## config.mk

```make
export PLATFORM = sky130hd
export DESIGN_NAME = ttlc_top
export DESIGN_NICKNAME = d
export VERILOG_FILES = /design/src/design/ttlc_pkg.sv /design/src/design/ttlc_fifo.sv /design/src/design/ttlc_top.sv
export VERILOG_INCLUDE_DIRS = /design/src /design/src/design
export SDC_FILE = /design/constraint.sdc
export NUM_CORES = 1
export LEC_CHECK = 0
export BUFFER_PORTS_ARGS = -buffer_cell sky130_fd_sc_hd__buf_2
export CELL_PAD_IN_SITES_DETAIL_PLACEMENT = 1
export CELL_PAD_IN_SITES_GLOBAL_PLACEMENT = 1
export CORE_ASPECT_RATIO = 0.8
export CORE_MARGIN = 2
export CORE_UTILIZATION = 50
export DETAILED_ROUTE_END_ITERATION = 6
export PLACE_DENSITY = 0.79
export SYNTH_ARGS = -nofsm -noshare
export SYNTH_HDL_FRONTEND = slang
export SYNTH_SLANG_ARGS = --single-unit
```

## constraint.sdc

```tcl
create_clock -name clk_sys -period 16.62 [get_ports clk_sys]
set_input_delay 1.662 -clock clk_sys [delete_from_list [all_inputs] [get_ports clk_sys]]
set_output_delay 1.662 -clock clk_sys [all_outputs]
set_load 0.01 [all_outputs]
```

## src/design/ttlc_cfg.svh

```systemverilog
/*
  Constants for the trigger/timestamp link and coincidence block: register
  offsets, field positions, link framing codes and timing counts.
  Assumes a 100 MHz system clock and a 16-bit register port from the bus FPGA.
*/
// What this block does
// - hardware status bit 10 shows link lock
// - command lock only after link clock selected
// - link config bit 15 selects recovered clock
// - pulsed bit 2 clears lost-lock bit 14
// - trigger from NIM 0 or ECL strobe
// - trigger edge sends timestamped message upstream if none is still being sent
// - received trigger message pulses a NIM output
// - trigger latches timestamp and writes FIFO record
// - readout lockout freezes the timestamp latch
// - command frames are processed only in command lock
// - FIFO read at one dedicated address
// - gating bits 0/1 choose coincidence start
// - delay equals delay register times 20ns
// - then window of window register length
// - NIM 1 edge in window pulses output 3
// - window closes empty, back to idle
// - 48-bit latch read as three words
`ifndef TTLC_CFG_SVH
`define TTLC_CFG_SVH

`define TTLC_ADDR_HW_STATUS 16'h0020
`define TTLC_ADDR_PULSED 16'h040c
`define TTLC_ADDR_GATING 16'h0702
`define TTLC_ADDR_LATCH_A 16'h0708
`define TTLC_ADDR_LATCH_B 16'h070a
`define TTLC_ADDR_LATCH_C 16'h070c
`define TTLC_ADDR_COINC_DLY 16'h0710
`define TTLC_ADDR_COINC_WIN 16'h0712
`define TTLC_ADDR_LINK_CFG 16'h0848
`define TTLC_ADDR_FIFO 16'h1000

`define TTLC_HW_PHYS_LOCK_BIT 10
`define TTLC_HW_CMD_LOCK_BIT 13
`define TTLC_HW_LOST_LOCK_BIT 14
`define TTLC_HW_FIFO_EMPTY_BIT 0
`define TTLC_HW_FIFO_FULL_BIT 1
`define TTLC_PULSE_CLR_LOST_BIT 2
`define TTLC_LINK_CLK_SEL_BIT 15
`define TTLC_GATE_START_NIM_BIT 0
`define TTLC_GATE_START_LINK_BIT 1
`define TTLC_GATE_SRC_ECL_BIT 4

`define TTLC_GATING_RESET 16'h0000
`define TTLC_COINC_DLY_RESET 16'h0000
`define TTLC_COINC_WIN_RESET 16'h0000
`define TTLC_LINK_CFG_RESET 16'h0000

`define TTLC_SYNC_BYTE 8'hbc
`define TTLC_CMD_TRIGGER 8'h01
`define TTLC_CMD_AUX_TRIG 8'h02
`define TTLC_TX_BITS 7'd64

`define TTLC_CLK_NS 10
`define TTLC_TICK_NS 20
`define TTLC_TICK_CYC (`TTLC_TICK_NS / `TTLC_CLK_NS)
`define TTLC_OUT_PULSE_NS 50
`define TTLC_OUT_PULSE_CYC (`TTLC_OUT_PULSE_NS / `TTLC_CLK_NS)

`endif

```

## src/design/ttlc_pkg.sv

```systemverilog
/*
  Types shared by the trigger/timestamp link and coincidence block.
  Assumes nothing beyond a SystemVerilog compiler.
*/
package ttlc_pkg;
  typedef enum logic [2:0] {
    TTLC_CO_IDLE = 3'b001,
    TTLC_CO_DELAY = 3'b010,
    TTLC_CO_WINDOW = 3'b100
  } ttlc_coinc_t;

  typedef enum logic [2:0] {
    TTLC_RX_HUNT = 3'b001,
    TTLC_RX_CMD = 3'b010,
    TTLC_RX_SYNC = 3'b100
  } ttlc_rx_t;

  typedef logic [47:0] ttlc_ts_t;
endpackage : ttlc_pkg

```

## src/design/ttlc_fifo.sv

```systemverilog
/*
  Small FIFO for timestamp records, with registered read data.
  Assumes one clock; depth is a power of two.
*/
`timescale 1ns/1ps
`default_nettype none
module ttlc_fifo #(
  parameter int WIDTH = 48,
  parameter int DEPTH = 16
) (
  // clock and reset
  input wire logic clk_sys,
  input wire logic resetn,
  // fill side
  input wire logic in_valid,
  output logic in_ready,
  input wire logic [WIDTH-1:0] in_data,
  // drain side
  output logic out_valid,
  input wire logic out_ready,
  output logic [WIDTH-1:0] out_data
);
  localparam int AW = $clog2(DEPTH);
  logic [WIDTH-1:0] mem [DEPTH];
  logic [AW-1:0] wr_r, wr_nxt, rd_r, rd_nxt;
  logic [AW:0] cnt_r, cnt_nxt;
  logic ov_r, ov_nxt, push, pop;
  logic [WIDTH-1:0] od_r;

  // the output register counts as one of the DEPTH places
  assign in_ready = ((cnt_r + (AW+1)'(ov_r)) != (AW+1)'(DEPTH)) ? 1'b1 : 1'b0;
  assign out_valid = ov_r;
  assign out_data = od_r;

  always_comb begin
    push = in_valid && in_ready;
    pop = (cnt_r != '0) && (!ov_r || out_ready);
    wr_nxt = push ? wr_r + AW'(1) : wr_r;
    rd_nxt = pop ? rd_r + AW'(1) : rd_r;
    cnt_nxt = cnt_r + (AW+1)'(push) - (AW+1)'(pop);
    ov_nxt = pop ? 1'b1 : (out_ready ? 1'b0 : ov_r);
  end

  always_ff @(posedge clk_sys or negedge resetn) begin
    if (!resetn) begin
      wr_r <= '0;
      rd_r <= '0;
      cnt_r <= '0;
      ov_r <= 1'b0;
    end else begin
      wr_r <= wr_nxt;
      rd_r <= rd_nxt;
      cnt_r <= cnt_nxt;
      ov_r <= ov_nxt;
    end
  end

  // storage carries no reset so it can map onto block memory
  always_ff @(posedge clk_sys) begin
    if (push) begin
      mem[wr_r] <= in_data;
    end
    if (pop) begin
      od_r <= mem[rd_r];
    end
  end
endmodule : ttlc_fifo
`default_nettype wire

```

## src/design/ttlc_top.sv

```systemverilog
/*
  Trigger/timestamp serial link endpoint with trigger latching, FIFO
  records and a delay/window coincidence machine.
  Assumes the bus FPGA presents a 16-bit register port on clk_sys, and that
  link clock, link data and front panel inputs are asynchronous pins.
*/
`timescale 1ns/1ps
`default_nettype none
`include "ttlc_cfg.svh"
module ttlc_top #(
  parameter int FIFO_DEPTH = 16
) (
  // clock and reset
  input wire logic clk_sys,
  input wire logic resetn,
  // register port from the bus FPGA
  input wire logic [15:0] reg_addr,
  input wire logic reg_wr,
  input wire logic reg_rd,
  input wire logic [15:0] reg_wdata,
  output logic [15:0] reg_rdata,
  output logic reg_rvalid,
  // serial link pins
  input wire logic link_clk,
  input wire logic link_rx_data,
  input wire logic link_phys_lock,
  output logic link_tx_data,
  output logic clk_sel_link,
  // front panel
  input wire logic nim_in0,
  input wire logic nim_in1,
  input wire logic ecl_strobe_trigger_input,
  output logic nim_out_link_trig,
  output logic nim_out3_coinc
);
  import ttlc_pkg::*;

  localparam int NSYNC = 6;
  logic [NSYNC-1:0] meta_r, sync_r, prev_r;
  logic lclk_s, lrx_s, lock_s, nim0_s, nim1_s, ecl_s;
  logic lclk_rise, nim0_rise, nim1_rise, trig_rise;

  logic [15:0] gating_r, gating_nxt, dly_r, dly_nxt, win_r, win_nxt;
  logic [15:0] lcfg_r, lcfg_nxt, rdata_r, rdata_nxt;
  logic rvalid_r, rvalid_nxt, lost_r, lost_nxt;
  ttlc_ts_t ts_r, ts_nxt, latch_r, latch_nxt;
  logic lockout_r, lockout_nxt, latch_hold;
  logic tick_r, tick_nxt;

  ttlc_rx_t rx_r, rx_nxt;
  logic [7:0] rxsh_r, rxsh_nxt, rxbyte;
  logic [2:0] rxbit_r, rxbit_nxt;
  logic link_trig_evt, cmd_lock;

  logic [63:0] txsh_r, txsh_nxt;
  logic [6:0] txcnt_r, txcnt_nxt;
  logic tx_r, tx_nxt;

  ttlc_coinc_t co_r, co_nxt;
  logic [15:0] cocnt_r, cocnt_nxt;
  logic co_hit, co_start;
  logic [3:0] plink_r, plink_nxt, pco_r, pco_nxt;
  logic olink_r, olink_nxt, oco_r, oco_nxt;

  logic f_in_valid, f_in_ready, f_out_valid, f_out_ready;
  logic [47:0] f_out_data;
  logic [1:0] fword_r, fword_nxt;

  function automatic logic hit(input logic [15:0] a, input logic [15:0] b);
    return a == b;
  endfunction : hit

  // every pin passes two flops; edges are seen only past the second
  always_ff @(posedge clk_sys or negedge resetn) begin
    if (!resetn) begin
      meta_r <= '0;
      sync_r <= '0;
      prev_r <= '0;
    end else begin
      meta_r <= {ecl_strobe_trigger_input, nim_in1, nim_in0, link_phys_lock,
                 link_rx_data, link_clk};
      sync_r <= meta_r;
      prev_r <= sync_r;
    end
  end

  assign {ecl_s, nim1_s, nim0_s, lock_s, lrx_s, lclk_s} = sync_r;
  assign lclk_rise = lclk_s & ~prev_r[0];
  assign nim0_rise = nim0_s & ~prev_r[3];
  assign nim1_rise = nim1_s & ~prev_r[4];
  // trigger source choice; an ECL edge is ignored while NIM 0 is selected
  assign trig_rise = gating_r[`TTLC_GATE_SRC_ECL_BIT] ? (ecl_s & ~prev_r[5])
                                                        : nim0_rise;
  assign rxbyte = {rxsh_r[6:0], lrx_s};
  assign cmd_lock = (rx_r != TTLC_RX_HUNT);
  // a trigger in the cycle that reads the high word must not tear the read
  assign latch_hold = lockout_r || (reg_rd && hit(reg_addr, `TTLC_ADDR_LATCH_A));
  assign f_in_valid = trig_rise;
  assign f_out_ready = reg_rd && hit(reg_addr, `TTLC_ADDR_FIFO) && f_out_valid
                       && (fword_r == 2'd2);

  ttlc_fifo #(
    .WIDTH(48),
    .DEPTH(FIFO_DEPTH)
  ) u_fifo (
    .clk_sys(clk_sys),
    .resetn(resetn),
    .in_valid(f_in_valid),
    .in_ready(f_in_ready),
    .in_data(ts_r),
    .out_valid(f_out_valid),
    .out_ready(f_out_ready),
    .out_data(f_out_data)
  );

  always_comb begin
    gating_nxt = gating_r;
    dly_nxt = dly_r;
    win_nxt = win_r;
    lcfg_nxt = lcfg_r;
    rvalid_nxt = reg_rd;
    rdata_nxt = rdata_r;
    lockout_nxt = lockout_r;
    fword_nxt = fword_r;
    ts_nxt = ts_r + 48'd1;
    tick_nxt = ~tick_r;
    latch_nxt = latch_r;
    if (trig_rise && !latch_hold) begin
      latch_nxt = ts_r;
    end
    if (reg_wr) begin
      case (reg_addr)
        `TTLC_ADDR_GATING: gating_nxt = reg_wdata;
        `TTLC_ADDR_COINC_DLY: dly_nxt = reg_wdata;
        `TTLC_ADDR_COINC_WIN: win_nxt = reg_wdata;
        `TTLC_ADDR_LINK_CFG: lcfg_nxt = reg_wdata;
        default: ;
      endcase
    end
    if (reg_rd) begin
      case (reg_addr)
        `TTLC_ADDR_HW_STATUS: begin
          rdata_nxt = '0;
          rdata_nxt[`TTLC_HW_PHYS_LOCK_BIT] = lock_s;
          rdata_nxt[`TTLC_HW_CMD_LOCK_BIT] = cmd_lock;
          rdata_nxt[`TTLC_HW_LOST_LOCK_BIT] = lost_r;
          rdata_nxt[`TTLC_HW_FIFO_EMPTY_BIT] = ~f_out_valid;
          rdata_nxt[`TTLC_HW_FIFO_FULL_BIT] = ~f_in_ready;
        end
        `TTLC_ADDR_GATING: rdata_nxt = gating_r;
        `TTLC_ADDR_COINC_DLY: rdata_nxt = dly_r;
        `TTLC_ADDR_COINC_WIN: rdata_nxt = win_r;
        `TTLC_ADDR_LINK_CFG: rdata_nxt = lcfg_r;
        `TTLC_ADDR_LATCH_A: begin
          rdata_nxt = latch_r[47:32];
          lockout_nxt = 1'b1;
        end
        `TTLC_ADDR_LATCH_B: rdata_nxt = latch_r[31:16];
        `TTLC_ADDR_LATCH_C: begin
          rdata_nxt = latch_r[15:0];
          lockout_nxt = 1'b0;
        end
        `TTLC_ADDR_FIFO: begin
          // record comes out high word first; an empty FIFO reads zero
          case (fword_r)
            2'd0: rdata_nxt = f_out_data[47:32];
            2'd1: rdata_nxt = f_out_data[31:16];
            default: rdata_nxt = f_out_data[15:0];
          endcase
          if (!f_out_valid) begin
            rdata_nxt = '0;
          end else begin
            fword_nxt = (fword_r == 2'd2) ? 2'd0 : fword_r + 2'd1;
          end
        end
        default: rdata_nxt = '0;
      endcase
    end
  end

  // receive machine: hunts for the sync byte, then alternates command and sync
  always_comb begin
    rx_nxt = rx_r;
    rxsh_nxt = rxsh_r;
    rxbit_nxt = rxbit_r;
    link_trig_evt = 1'b0;
    lost_nxt = lost_r;
    if (reg_wr && hit(reg_addr, `TTLC_ADDR_PULSED)
        && reg_wdata[`TTLC_PULSE_CLR_LOST_BIT]) begin
      lost_nxt = 1'b0;
    end
    if (lclk_rise) begin
      rxsh_nxt = rxbyte;
      rxbit_nxt = rxbit_r + 3'd1;
    end
    case (rx_r)
      TTLC_RX_HUNT: begin
        // without the recovered clock the stream can not hold lock
        if (lclk_rise && lock_s && lcfg_r[`TTLC_LINK_CLK_SEL_BIT]
            && rxbyte == `TTLC_SYNC_BYTE) begin
          rx_nxt = TTLC_RX_CMD;
          rxbit_nxt = 3'd0;
        end
      end
      TTLC_RX_CMD: begin
        if (lclk_rise && rxbit_r == 3'd7) begin
          rx_nxt = TTLC_RX_SYNC;
          link_trig_evt = (rxbyte == `TTLC_CMD_TRIGGER);
        end
      end
      TTLC_RX_SYNC: begin
        if (lclk_rise && rxbit_r == 3'd7) begin
          rx_nxt = (rxbyte == `TTLC_SYNC_BYTE) ? TTLC_RX_CMD : TTLC_RX_HUNT;
        end
      end
      default: rx_nxt = TTLC_RX_HUNT;
    endcase
    if (cmd_lock && (!lock_s || !lcfg_r[`TTLC_LINK_CLK_SEL_BIT])) begin
      rx_nxt = TTLC_RX_HUNT;
    end
    if (cmd_lock && rx_nxt == TTLC_RX_HUNT) begin
      lost_nxt = 1'b1;
    end
  end

  // transmit: sync, command, then the 48-bit timestamp, msb first
  always_comb begin
    txsh_nxt = txsh_r;
    txcnt_nxt = txcnt_r;
    tx_nxt = tx_r;
    if (trig_rise && txcnt_r == 7'd0) begin
      txsh_nxt = {`TTLC_SYNC_BYTE, `TTLC_CMD_AUX_TRIG, ts_r};
      txcnt_nxt = `TTLC_TX_BITS;
    end else if (lclk_rise && txcnt_r != 7'd0) begin
      tx_nxt = txsh_r[63];
      txsh_nxt = {txsh_r[62:0], 1'b0};
      txcnt_nxt = txcnt_r - 7'd1;
    end else if (lclk_rise) begin
      tx_nxt = 1'b0;
    end
  end

  // coincidence machine on a 20ns tick; starts are ignored while busy
  always_comb begin
    co_nxt = co_r;
    cocnt_nxt = cocnt_r;
    co_hit = 1'b0;
    co_start = (gating_r[`TTLC_GATE_START_NIM_BIT] && nim0_rise)
               || (gating_r[`TTLC_GATE_START_LINK_BIT] && link_trig_evt);
    case (co_r)
      TTLC_CO_IDLE: begin
        if (co_start) begin
          co_nxt = TTLC_CO_DELAY;
          // counting from one makes a delay of N last N ticks
          cocnt_nxt = 16'd1;
        end
      end
      TTLC_CO_DELAY: begin
        if (tick_r) begin
          if (cocnt_r >= dly_r) begin
            co_nxt = TTLC_CO_WINDOW;
            cocnt_nxt = 16'd1;
          end else begin
            cocnt_nxt = cocnt_r + 16'd1;
          end
        end
      end
      TTLC_CO_WINDOW: begin
        if (nim1_rise) begin
          co_hit = 1'b1;
          co_nxt = TTLC_CO_IDLE;
        end else if (tick_r) begin
          if (cocnt_r >= win_r) begin
            co_nxt = TTLC_CO_IDLE;
          end else begin
            cocnt_nxt = cocnt_r + 16'd1;
          end
        end
      end
      default: co_nxt = TTLC_CO_IDLE;
    endcase
    plink_nxt = link_trig_evt ? 4'(`TTLC_OUT_PULSE_CYC) :
                (plink_r != 4'd0 ? plink_r - 4'd1 : 4'd0);
    pco_nxt = co_hit ? 4'(`TTLC_OUT_PULSE_CYC) : (pco_r != 4'd0 ? pco_r - 4'd1 : 4'd0);
    olink_nxt = (plink_nxt != 4'd0);
    oco_nxt = (pco_nxt != 4'd0);
  end

  always_ff @(posedge clk_sys or negedge resetn) begin
    if (!resetn) begin
      gating_r <= `TTLC_GATING_RESET;
      dly_r <= `TTLC_COINC_DLY_RESET;
      win_r <= `TTLC_COINC_WIN_RESET;
      lcfg_r <= `TTLC_LINK_CFG_RESET;
      rdata_r <= '0;
      rvalid_r <= 1'b0;
      lost_r <= 1'b0;
      ts_r <= '0;
      latch_r <= '0;
      lockout_r <= 1'b0;
      tick_r <= 1'b0;
      fword_r <= '0;
      rx_r <= TTLC_RX_HUNT;
      rxsh_r <= '0;
      rxbit_r <= '0;
      txsh_r <= '0;
      txcnt_r <= '0;
      tx_r <= 1'b0;
      co_r <= TTLC_CO_IDLE;
      cocnt_r <= '0;
      plink_r <= '0;
      pco_r <= '0;
      olink_r <= 1'b0;
      oco_r <= 1'b0;
    end else begin
      gating_r <= gating_nxt;
      dly_r <= dly_nxt;
      win_r <= win_nxt;
      lcfg_r <= lcfg_nxt;
      rdata_r <= rdata_nxt;
      rvalid_r <= rvalid_nxt;
      lost_r <= lost_nxt;
      ts_r <= ts_nxt;
      latch_r <= latch_nxt;
      lockout_r <= lockout_nxt;
      tick_r <= tick_nxt;
      fword_r <= fword_nxt;
      rx_r <= rx_nxt;
      rxsh_r <= rxsh_nxt;
      rxbit_r <= rxbit_nxt;
      txsh_r <= txsh_nxt;
      txcnt_r <= txcnt_nxt;
      tx_r <= tx_nxt;
      co_r <= co_nxt;
      cocnt_r <= cocnt_nxt;
      plink_r <= plink_nxt;
      pco_r <= pco_nxt;
      olink_r <= olink_nxt;
      oco_r <= oco_nxt;
    end
  end

  assign reg_rdata = rdata_r;
  assign reg_rvalid = rvalid_r;
  assign link_tx_data = tx_r;
  assign clk_sel_link = lcfg_r[`TTLC_LINK_CLK_SEL_BIT];
  assign nim_out_link_trig = olink_r;
  assign nim_out3_coinc = oco_r;
endmodule : ttlc_top
`default_nettype wire

```

After elaboration in Yosys (flattened, before gate mapping)

Memory sizes are Yosys's and may differ from the RTL's. A register that Yosys moved wholly into a read port is not among the register bits.
Index checks and enable logic that the tools add are counted.

Bits in registers: 328
Memories: 1
Bits of input ports: 42
Word-level logic and storage cells: 190
RAM bits: 768

Add/sub/neg operators: 12
Muxes and demuxes: 50
Bitwise logic cells: 12
Reduce and logical (&&, ||, !) cells: 50
$lt $le $gt $ge: 2
Eq/ne operators: 32

Memories:

| name       | depth | width | read ports | clocked after memory_dff | write ports | line            | RTL |
|---|---|---|---|---|---|---|---|
| u_fifo.mem | 16    | 48    | 1          | 1                        | 1           | ttlc_fifo.sv:24 | `logic [WIDTH-1:0] mem [DEPTH];` |

Operators with widths:

| cell                    | count |
|---|---|
| $pmux W16 S9            | 1 |
| $mux W64                | 2 |
| $eq A16 B11 Y1 const B  | 7 |
| $mux W16                | 7 |
| $add A48 B1 Y48 const B | 1 |
| $pmux W16 S3            | 1 |
| $mux W3                 | 13 |
| $ge A16 B16 Y1          | 2 |
| $pmux W16 S2            | 1 |
| $logic_and A1 B1 Y1     | 19 |
| $pmux W3 S3             | 2 |
| $add A16 B1 Y16 const B | 1 |
| $eq A16 B12 Y1 const B  | 1 |
| $eq A16 B13 Y1 const B  | 1 |
| $eq A16 B6 Y1 const B   | 1 |
| $mux W4                 | 4 |
| $reduce_bool A4 Y1      | 4 |
| $mux W1                 | 14 |
| $mux W7                 | 2 |
| $ne A2 B2 Y1 const B    | 6 |
| $reduce_and A2 Y1       | 6 |
| $add A5 B1 Y5           | 2 |
| $reduce_bool A2 Y1      | 5 |
| $eq A3 B1 Y1 const B    | 3 |
| other kinds (29)        | 52 |

Logic depth before layout (Yosys ltp)

Gate-level depths: netlist (run 1).

Depth after elaboration: 11
Depth in mapped cells: 14

Cells and area by module

From an unflattened synthesis (run 1), not the netlist that was laid out.

Cells, all modules: 2744
Area, all modules: 46235.6 µm²

By module, submodules not included:

| module    | cells each | area an instance (µm²) | times used | sequential area each (µm²) |
|---|---|---|---|---|
| ttlc_fifo | 1326       | 31098.6                | 1          | 24853.8 |
| ttlc_top  | 1418       | 15137.0                | 1          | 7810.0 |

Least setup slack after synthesis (run 1)

No wires, ideal clock.

Path type: input-to-reg
Start point: input port reg_addr[1]
End point: register u_fifo.cnt_r[4]
Required time: 16497 ps
Path buffers: 1
Stages on the path: 14
Setup slack: 10042 ps
Data arrival time: 6455 ps
Path through: buf_2 nor3_1 and3_1 and3_1 nand4b_1 a21oi_1 ha_1 inv_1 ha_1 fa_1 a21oi_1 nor2_1 nor2_1 xnor2_1

Longest elaborated chain between the ends: 7

Ends and longest elaborated chain:

| item                             | line            | RTL |
|---|---|---|
| start, declared                  | ttlc_top.sv:17  | `input wire logic [15:0] reg_addr,` |
| $eq A16 B13 Y1                   | ttlc_top.sv:70  | `return a == b;` |
| $logic_and A1 B1 Y1 (3 in a row) | ttlc_top.sv:99  | `` assign f_out_ready = reg_rd && hit(reg_addr, `TTLC_ADDR_FIFO) && f_out_valid `` |
| $logic_or A1 B1 Y1               | ttlc_fifo.sv:37 | `pop = (cnt_r != '0) && (!ov_r \|\| out_ready);` |
| $logic_and A1 B1 Y1              | ttlc_fifo.sv:37 |  |
| $sub A5 B1 Y5                    | ttlc_fifo.sv:40 | `cnt_nxt = cnt_r + (AW+1)'(push) - (AW+1)'(pop);` |
| via u_fifo.cnt_nxt[4]            | ttlc_fifo.sv:26 | `logic [AW:0] cnt_r, cnt_nxt;` |
| end signal, assigned             | ttlc_fifo.sv:53 | `cnt_r <= cnt_nxt;` |
| end, declared                    | ttlc_fifo.sv:26 |  |

The timed path passes the listed nets, and every way through them passes these cells.
A chain may end at the register's enable or synchronous reset.

==> impl_metrics.yaml, run 1 <==
drt:
  drt_wl_total_um: 131000
  via_per_inst: 6.35
  vias: 27841
  wl_per_cell_um: 29.9
  drc_errors: 0
  dr.pass1.iters: 6
  ant_nets: 0
  drt_iter0_markers: 3051
power_and_ir_drop:
  seq_power_share_pct: 52.4
  power_leakage_uw: 0.0197
  power.internal_uw: 4880
  peakVddDrop_v: 0.000106
  p_comb_share_pct: 8.1
  clkPwrFrac_pct: 39.5
  pwr_density_cell_nw_per_um2: 123
  p_sw_share_pct: 24.0
  p_sw_uw: 1540
placed_design:
  port_buffers: 62
  dpl_worst_slack_ps: 11230
  dpl.hpwl_um: 76200
  globalplace.congestion: 0.878
synth:
  ys_types: 69
  ys_seq_area_share_pct: 70.2
  postSynthCellCount: 3001
  yosys_warnings: 0
  netlist_area_um2: 46600
  ys_top_cells_by_area: "edfxtp_1 (53%), dfrtp_1 (17%), mux4_2 (4.6%), mux2_2 (3.9%), mux2i_1 (3.8%)"
  yosys.area.top_type_share_pct: 52.6
  synth_largest_area_cell: "edfxtp_1"
  ys_ff_latch: 1142
  syn_area_per_cell_um2: 15.5
  synthFlopType: "edfxtp_1"
  synth_nets: 3099
  synth_edf_count: 816
  async_flop_share_pct: 28.5
worst_setup_path:
  required_ps: 17050
  rr_endpoint: "u_fifo.out_data[4]"
  start_kind: "flop"
  ff2ff_setup_slack_ps: 11560
  critical_path_class: "flop to flop"
  crit_path_frequent_cell: "buf_4"
  worstSetupEndpointType: "flop"
  r2r_start: "u_fifo.rd_r[0]"
  r2r_cells: 8
  cp_max_fo: 58
  crit_chain: "buf_4 > buf_4 > buf_4 > mux2_2 > o21ai_0 > a21oi_1 > o21ai_0 > nand2_1"
  cpPeakStageDelay_ps: 1140
  arrival_ps: 5490
  cp_slowest_cell: "dfrtp_4"
grt:
  grt_usage_pct: 27.5
  overflow: 0
  grt_pass1_vias: 29981
  grt_pass1_wl_um: 196000
  grt_max_degree: 174
  antenna_found_initial: 0
cts:
  cts_tree: "yes"
  cts_root_buf: "clkbuf_16"
  cts_buffer_depth: 3
  clock_latency_ps: 690
  cts_buffers: 106
  cts_max_level: 3
  clkSinkCount: 1142
  cts_resized: 0
  clk_pin_slew_ps: 70
  cts_setup_buffers: 0
  ctsHoldBuffers: 0
min_path:
  hold_path_end: "sync_r[3]"
  hold_path_class: "flop to flop"
  hold_path_depth: 0
  hp-start: "meta_r[3]"
timing:
  min_period_ps: 5060
  fin_ws_ps: 11560
  fin_worst_skew_ps: 24.9
  setup_violations: 0
  worst_pin_slew_ps: 1420
  setup_tns_ps: 0
  fin_crit_sh_pct: 30.4
  final_hold_viol_count: 0
  rsz0062_at_grt: "false"
  fmax_mhz: 198
  slew_headroom_pct: 5.02
  maxSlewViolCount: 0
cells_and_area:
  syn_to_final_growth_pct: 11.7
  seq_area_um2: 32700
  fill_cells: 8599
  multi_input_comb_area_um2: 13300
  nets: 3167
  layout-drive-gt1-share_pct: 18.1
floorplan:
  die_area_um2: 95600
  io_pins: 63
  core-area_um2: 92600
  die_w_um: 345
  rows: 100
  start_util_pct: 50.3
  die_h_um: 277
run_status:
  status: "completed"
job:
  maxCapViolCount: 0
state kept, by name, summed over array words and instances (netlist names), 4 cells and up:
register / cells
meta_r: 6
txsh_r: 64
prev_r: 4
u_fifo.rd_r: 4
dly_r: 16
rxsh_r: 7
ts_r: 48
latch_r: 48
txcnt_r: 7
sync_r: 6
gating_r: 16
reg_rdata: 16
u_fifo.out_data: 48
u_fifo.cnt_r: 5
u_fifo.mem: 768
pco_r: 4
lcfg_r: 16
win_r: 16
u_fifo.wr_r: 4
plink_r: 4
cocnt_r: 16
cells in the mapped netlist (all sizes together) (51+ instances only):
master	n
mux4	96
o21ai	134
nand3	51
dfrtp	324
a221oi	81
nor2	144
mux2i	179
a21oi	74
nand2	264
inv	59
a22oi	53
clkbuf	108
ha	55
edfxtp	816
mux2	162
layout make-up:
type / instances / share of cell area, %
clock buffer: 134 / 5.60
multi-input combinational: 1653 / 25.5
timing repair buffer: 107 / 1.29
clock inverter: 65 / 1.37
sequential: 1142 / 62.8
tap: 1224 / 2.95
inverter: 59 / 0.426
antenna: 1 / 0.00481
placed cells by master (no fill, tap or decap), types with 24 or more instances in the layout:
cell type  count
nand3_1       51
a21oi_1       73
xnor2_1       43
edfxtp_1     816
nor2b_1       28
inv_1         59
a221oi_1      81
a22oi_1       53
nor2_1       136
nand2_1      264
o21ai_0      134
buf_4         44
dfrtp_1      319
nor3_1        24
mux2_2       162
mux2i_1      179
clkbuf_16    111
buf_2         61
ha_1          55
mux4_2        96
a31oi_1       49
power groups by stage:
stage                     sequential, uW  combinational, uW  clock, uW
after global routing                3380                567       2670
after global placement              3390                465          0
after CTS                           3360                520       2570
after floorplan                     3370                323          0
after detailed placement            3410                507          0
final                               3360                520       2540
layer usage:
metal  up-vias  GRT usage [%]  part of all wire (%)
li1      11687              -                     -
met1     14797           38.2                    41
met2      1099           45.4                    49
met3       258           3.95                   6.5
met4         0           8.39                   3.0
met5         -              0                     0
worst max-delay path: cells and delay by family (launching register included):
family / cells / cell delay (ps)
simple gates: 1 / 100
flops: 1 / 1140
mux: 1 / 410
buf+inv: 3 / 2410
compound gates: 3 / 590
worst max-delay path by stage:
| stage | startpoint | to | slack, ps | depth (start not counted) |
|---|---|---|---|---|
| 2_1_floorplan | reg_addr[1] | u_fifo.cnt_r[4] | 10040 | 14 |
| 3_3_place_gp | reg_addr[3] | u_fifo.cnt_r[4] | 11340 | 15 |
| 3_5_place_dp | reg_addr[3] | u_fifo.cnt_r[4] | 11230 | 15 |
| 4_1_cts | u_fifo.rd_r[0] | u_fifo.out_data[4] | 11550 | 8 |
| 5_1_grt | u_fifo.rd_r[0] | u_fifo.out_data[3] | 11270 | 8 |
| 6_report | u_fifo.rd_r[0] | u_fifo.out_data[4] | 11560 | 8 |
cells by family after synthesis:
group	after synthesis	share of synthesized area, %
simple gates	617	6.12
xor+xnor	63	1.19
fa+ha+maj	56	1.52
buf+inv	206	1.72
flops	1142	70.2
mux	437	12.4
compound gates	480	6.88
through the flow:
| step | instance area, um2 | hold slack [ps] | power [uW] | util (%) | cells |
|---|---|---|---|---|---|
| finish | 52000 | 354 | 6420 | 56.2 | 4385 |
| global route | 52000 | 364 | 6610 | 56.2 | 4384 |
| CTS | 52000 | 355 | 6440 | 56.2 | 4384 |
| detailed placement | 48400 | 336 | 3920 | 52.2 | 4185 |
| global placement | 48400 | 335 | 3850 | 52.2 | 4185 |
| floorplan | 46600 | 331 | 3690 | - | 3001 |
Note: power is estimated with default switching activity, not from simulation.
==> inputs of run 2 (changes only) <==
--- a/config.mk
+++ b/config.mk
@@ -6,14 +6,15 @@
 export SDC_FILE = /design/constraint.sdc
 export NUM_CORES = 1
 export LEC_CHECK = 0
+export ABC_AREA = 1
 export BUFFER_PORTS_ARGS = -buffer_cell sky130_fd_sc_hd__buf_2
 export CELL_PAD_IN_SITES_DETAIL_PLACEMENT = 1
 export CELL_PAD_IN_SITES_GLOBAL_PLACEMENT = 1
 export CORE_ASPECT_RATIO = 0.8
 export CORE_MARGIN = 2
-export CORE_UTILIZATION = 50
+export CORE_UTILIZATION = 46
 export DETAILED_ROUTE_END_ITERATION = 6
-export PLACE_DENSITY = 0.79
+export PLACE_DENSITY = 0.8
 export SYNTH_ARGS = -nofsm -noshare
 export SYNTH_HDL_FRONTEND = slang
 export SYNTH_SLANG_ARGS = --single-unit
==> constraint.sdc (replaced) <==
create_clock -name clk_sys -period 4.5 [get_ports clk_sys]
set_input_delay 0.45 -clock clk_sys [delete_from_list [all_inputs] [get_ports clk_sys]]
set_output_delay 0.45 -clock clk_sys [all_outputs]
set_load 0.01 [all_outputs]
==> run 2 against run 1 <==
Against the previous run:
- first-iteration DRC count grew 27%
- critical endpoint is now u_fifo.mem[11][38]
- highest routed layer is now met5
- critical path type unchanged
- power grew to 3.7 times the previous value
- fmax grew 52%
==> impl_metrics.yaml, run 2 <==
cells_and_area:
  postLayoutCellArea_um2: 53100
  regMostFlops: "u_fifo.mem"
  fin_util_pct: 51.8
  layout_commonest_cell: "nand2_1"
  num_antenna_cells: 0
  fill_cells: 10689
  largest_reg_flops: 768
  top_regs: "u_fifo.mem: 768 flops, txsh_r: 64 flops"
  final_cell_mix: "nand2_1 (927), edfxtp_1 (816), nor2_1 (390)"
  syn_to_final_growth_pct: 11.7
  nets: 4372
  layout-drive-gt1-share_pct: 8.32
synth:
  ys_types: 51
  async_flop_share_pct: 28.5
  netlist_area_um2: 47500
  ys_ff_latch: 1142
  syn_area_per_cell_um2: 11.2
  synth_largest_area_cell: "edfxtp_1"
  synth_nets: 4338
  ys_seq_area_share_pct: 68.7
  synth.most_common_cell: "nand2_1"
  synth_edf_count: 816
  yosys.area.top_type_share_pct: 51.5
  synthFlopType: "edfxtp_1"
  synth_common_cells: "nand2_1 (931), edfxtp_1 (816), nor2_1 (406), o21ai_0 (366), dfrtp_1 (324)"
  postSynthCellCount: 4240
  ys_top_cells_by_area: "edfxtp_1 (52%), dfrtp_1 (17%), nand2_1 (7.4%), o21ai_0 (3.9%), nor2_1 (3.2%)"
  yosys_warnings: 0
placed_design:
  globalplace.congestion: 0.920
  dpl.hpwl_um: 90300
  dpl_cell_area_um2: 49400
  port_buffers: 62
grt:
  grt_pass1_vias: 35836
  grt_pass1_wl_um: 225000
  grt_usage_pct: 28.2
  antenna_found_initial: 2
  overflow: 0
  grt_max_degree: 154
timing:
  fin_crit_sh_pct: 74.2
  fmax_mhz: 300
  final_hold_viol_count: 0
  setup_tns_ps: 0
  slew_headroom_pct: 20.5
  maxSlewViolCount: 0
  rsz0062_at_grt: "false"
  worst_pin_slew_ps: 1190
  setup_violations: 0
  min_period_ps: 3340
  fin_worst_skew_ps: 32.6
power_and_ir_drop:
  peakVddDrop_v: 0.000309
  power_leakage_uw: 0.0205
  pwr_density_cell_nw_per_um2: 442
job:
  maxCapViolCount: 0
cts:
  cts_setup_buffers: 0
  cts_tree: "yes"
  clock_latency_ps: 730
  clkSinkCount: 1142
  cts_resized: 0
  cts_max_level: 3
  clk_pin_slew_ps: 60
  ctsHoldBuffers: 11
  cts_root_buf: "clkbuf_16"
  cts_buffers: 108
  cts_buffer_depth: 3
drt:
  ant_nets: 0
  via_per_inst: 6.04
  drc_errors: 0
  drt_wl_total_um: 150000
  wl_per_cell_um: 26.3
  vias: 34405
  drt_iter0_markers: 3864
  dr.pass1.iters: 5
floorplan:
  start_util_pct: 46.4
  die_area_um2: 106000
  die_w_um: 363
  io_pins: 63
  die_h_um: 292
  rows: 105
  core-area_um2: 102000
worst_setup_path:
  start_kind: "flop"
  worstSetupEndpointType: "flop"
  critical_path_class: "flop to flop"
  cpPeakStageDelay_ps: 640
  crit_chain: "buf_4 > ha_1 > ha_1 > nor2_1 > o21ai_0 > nor3_1 > nand2_1 > nand2_1 > nor2_1 > inv_1 > nor2_4 > buf_4"
  cp_max_fo: 20
  cp_slowest_cell: "nor2_4"
  required_ps: 4880
  arrival_ps: 3720
run_status:
  status: "completed"
min_path:
  hold_path_class: "input port to flop"
==> run 2: cell count changes in the layout (fill, tap and decap cells not counted), moves of 153 or more <==
cell,before,now
nand2_1,264,927
nor2_1,136,390
o21ai_0,134,366
mux2i_1,179,0
mux2_2,162,0
inv_1,59,212
==> run 2: path summary, 6_finish.rpt <==
path	from	endpoint	slack, ps	cells after the start
worst min register to register	meta_r[4]	sync_r[4]	350	0
worst max-delay path	u_fifo.out_valid	u_fifo.mem[11][38]	1160	12
worst min-delay path	reg_wdata[3]	gating_r[3]	40	3
min in group asynchronous	resetn	lcfg_r[9]	310	2
worst max register to register	u_fifo.out_valid	u_fifo.mem[11][38]	1160	12
max in group asynchronous	resetn	txsh_r[28]	2790	3
==> run 2: final cells by class <==
class	instances	area [um2]	area share, %
Inverter	228	870	1.64
Timing Repair Buffer	142	1190	2.23
Tap cell	1337	1670	3.15
Clock inverter	57	641	1.21
Sequential cell	1142	32700	61.5
Multi-Input combinational cell	2652	13200	24.8
Clock buffer	142	2900	5.46
==> run 2: worst max-delay path: cells and delay by family, from the launching register on <==
kind,cells,cell delay (ps)
buffers and inverters,3,880
AND/OR/NAND/NOR,6,1140
AO/OA/AOI/OAI,1,70
adder cells (fa/ha/maj),2,530
flip-flops,1,360
==> run 2: stage by stage <==
step | hold WS, ps | instances | setup slack, ps | total power (uW)
2_1_floorplan | 154 | 4240 | 636 | 13500
4_1_cts | 3.79 | 5700 | 1190 | 23600
5_1_grt | 42.1 | 5700 | 992 | 24200
3_5_place_dp | 338 | 5490 | 1230 | 14300
6_report | 42.0 | 5700 | 1160 | 23500
3_3_place_gp | 332 | 5490 | 1330 | 14100
==> run 2: layer usage <==
metal | vias to the layer above | part of all wire [%] | track usage, %
li1 | 14925 | - | -
met1 | 17691 | 43 | 40.2
met2 | 1494 | 46 | 44.4
met3 | 291 | 7.8 | 4.79
met4 | 4 | 3.0 | 8.50
met5 | - | 0.014 | 0
==> run 2: power by group <==
group / internal [uW] / switching [uW]
Clock: 5280 / 4060
Sequential: 11900 / 328
Combinational: 548 / 1360
Total: 17700 / 5750
==> run 2: logic make-up after synthesis <==
kind of cell               share of synthesized area (%)
DFF                                                 68.7
adders and majority gates                           1.49
and+or+nand+nor                                     14.5
AOI/OAI and AO/OA                                   10.1
xor gates and xnor gates                            1.27
buffers and inverters                               3.93
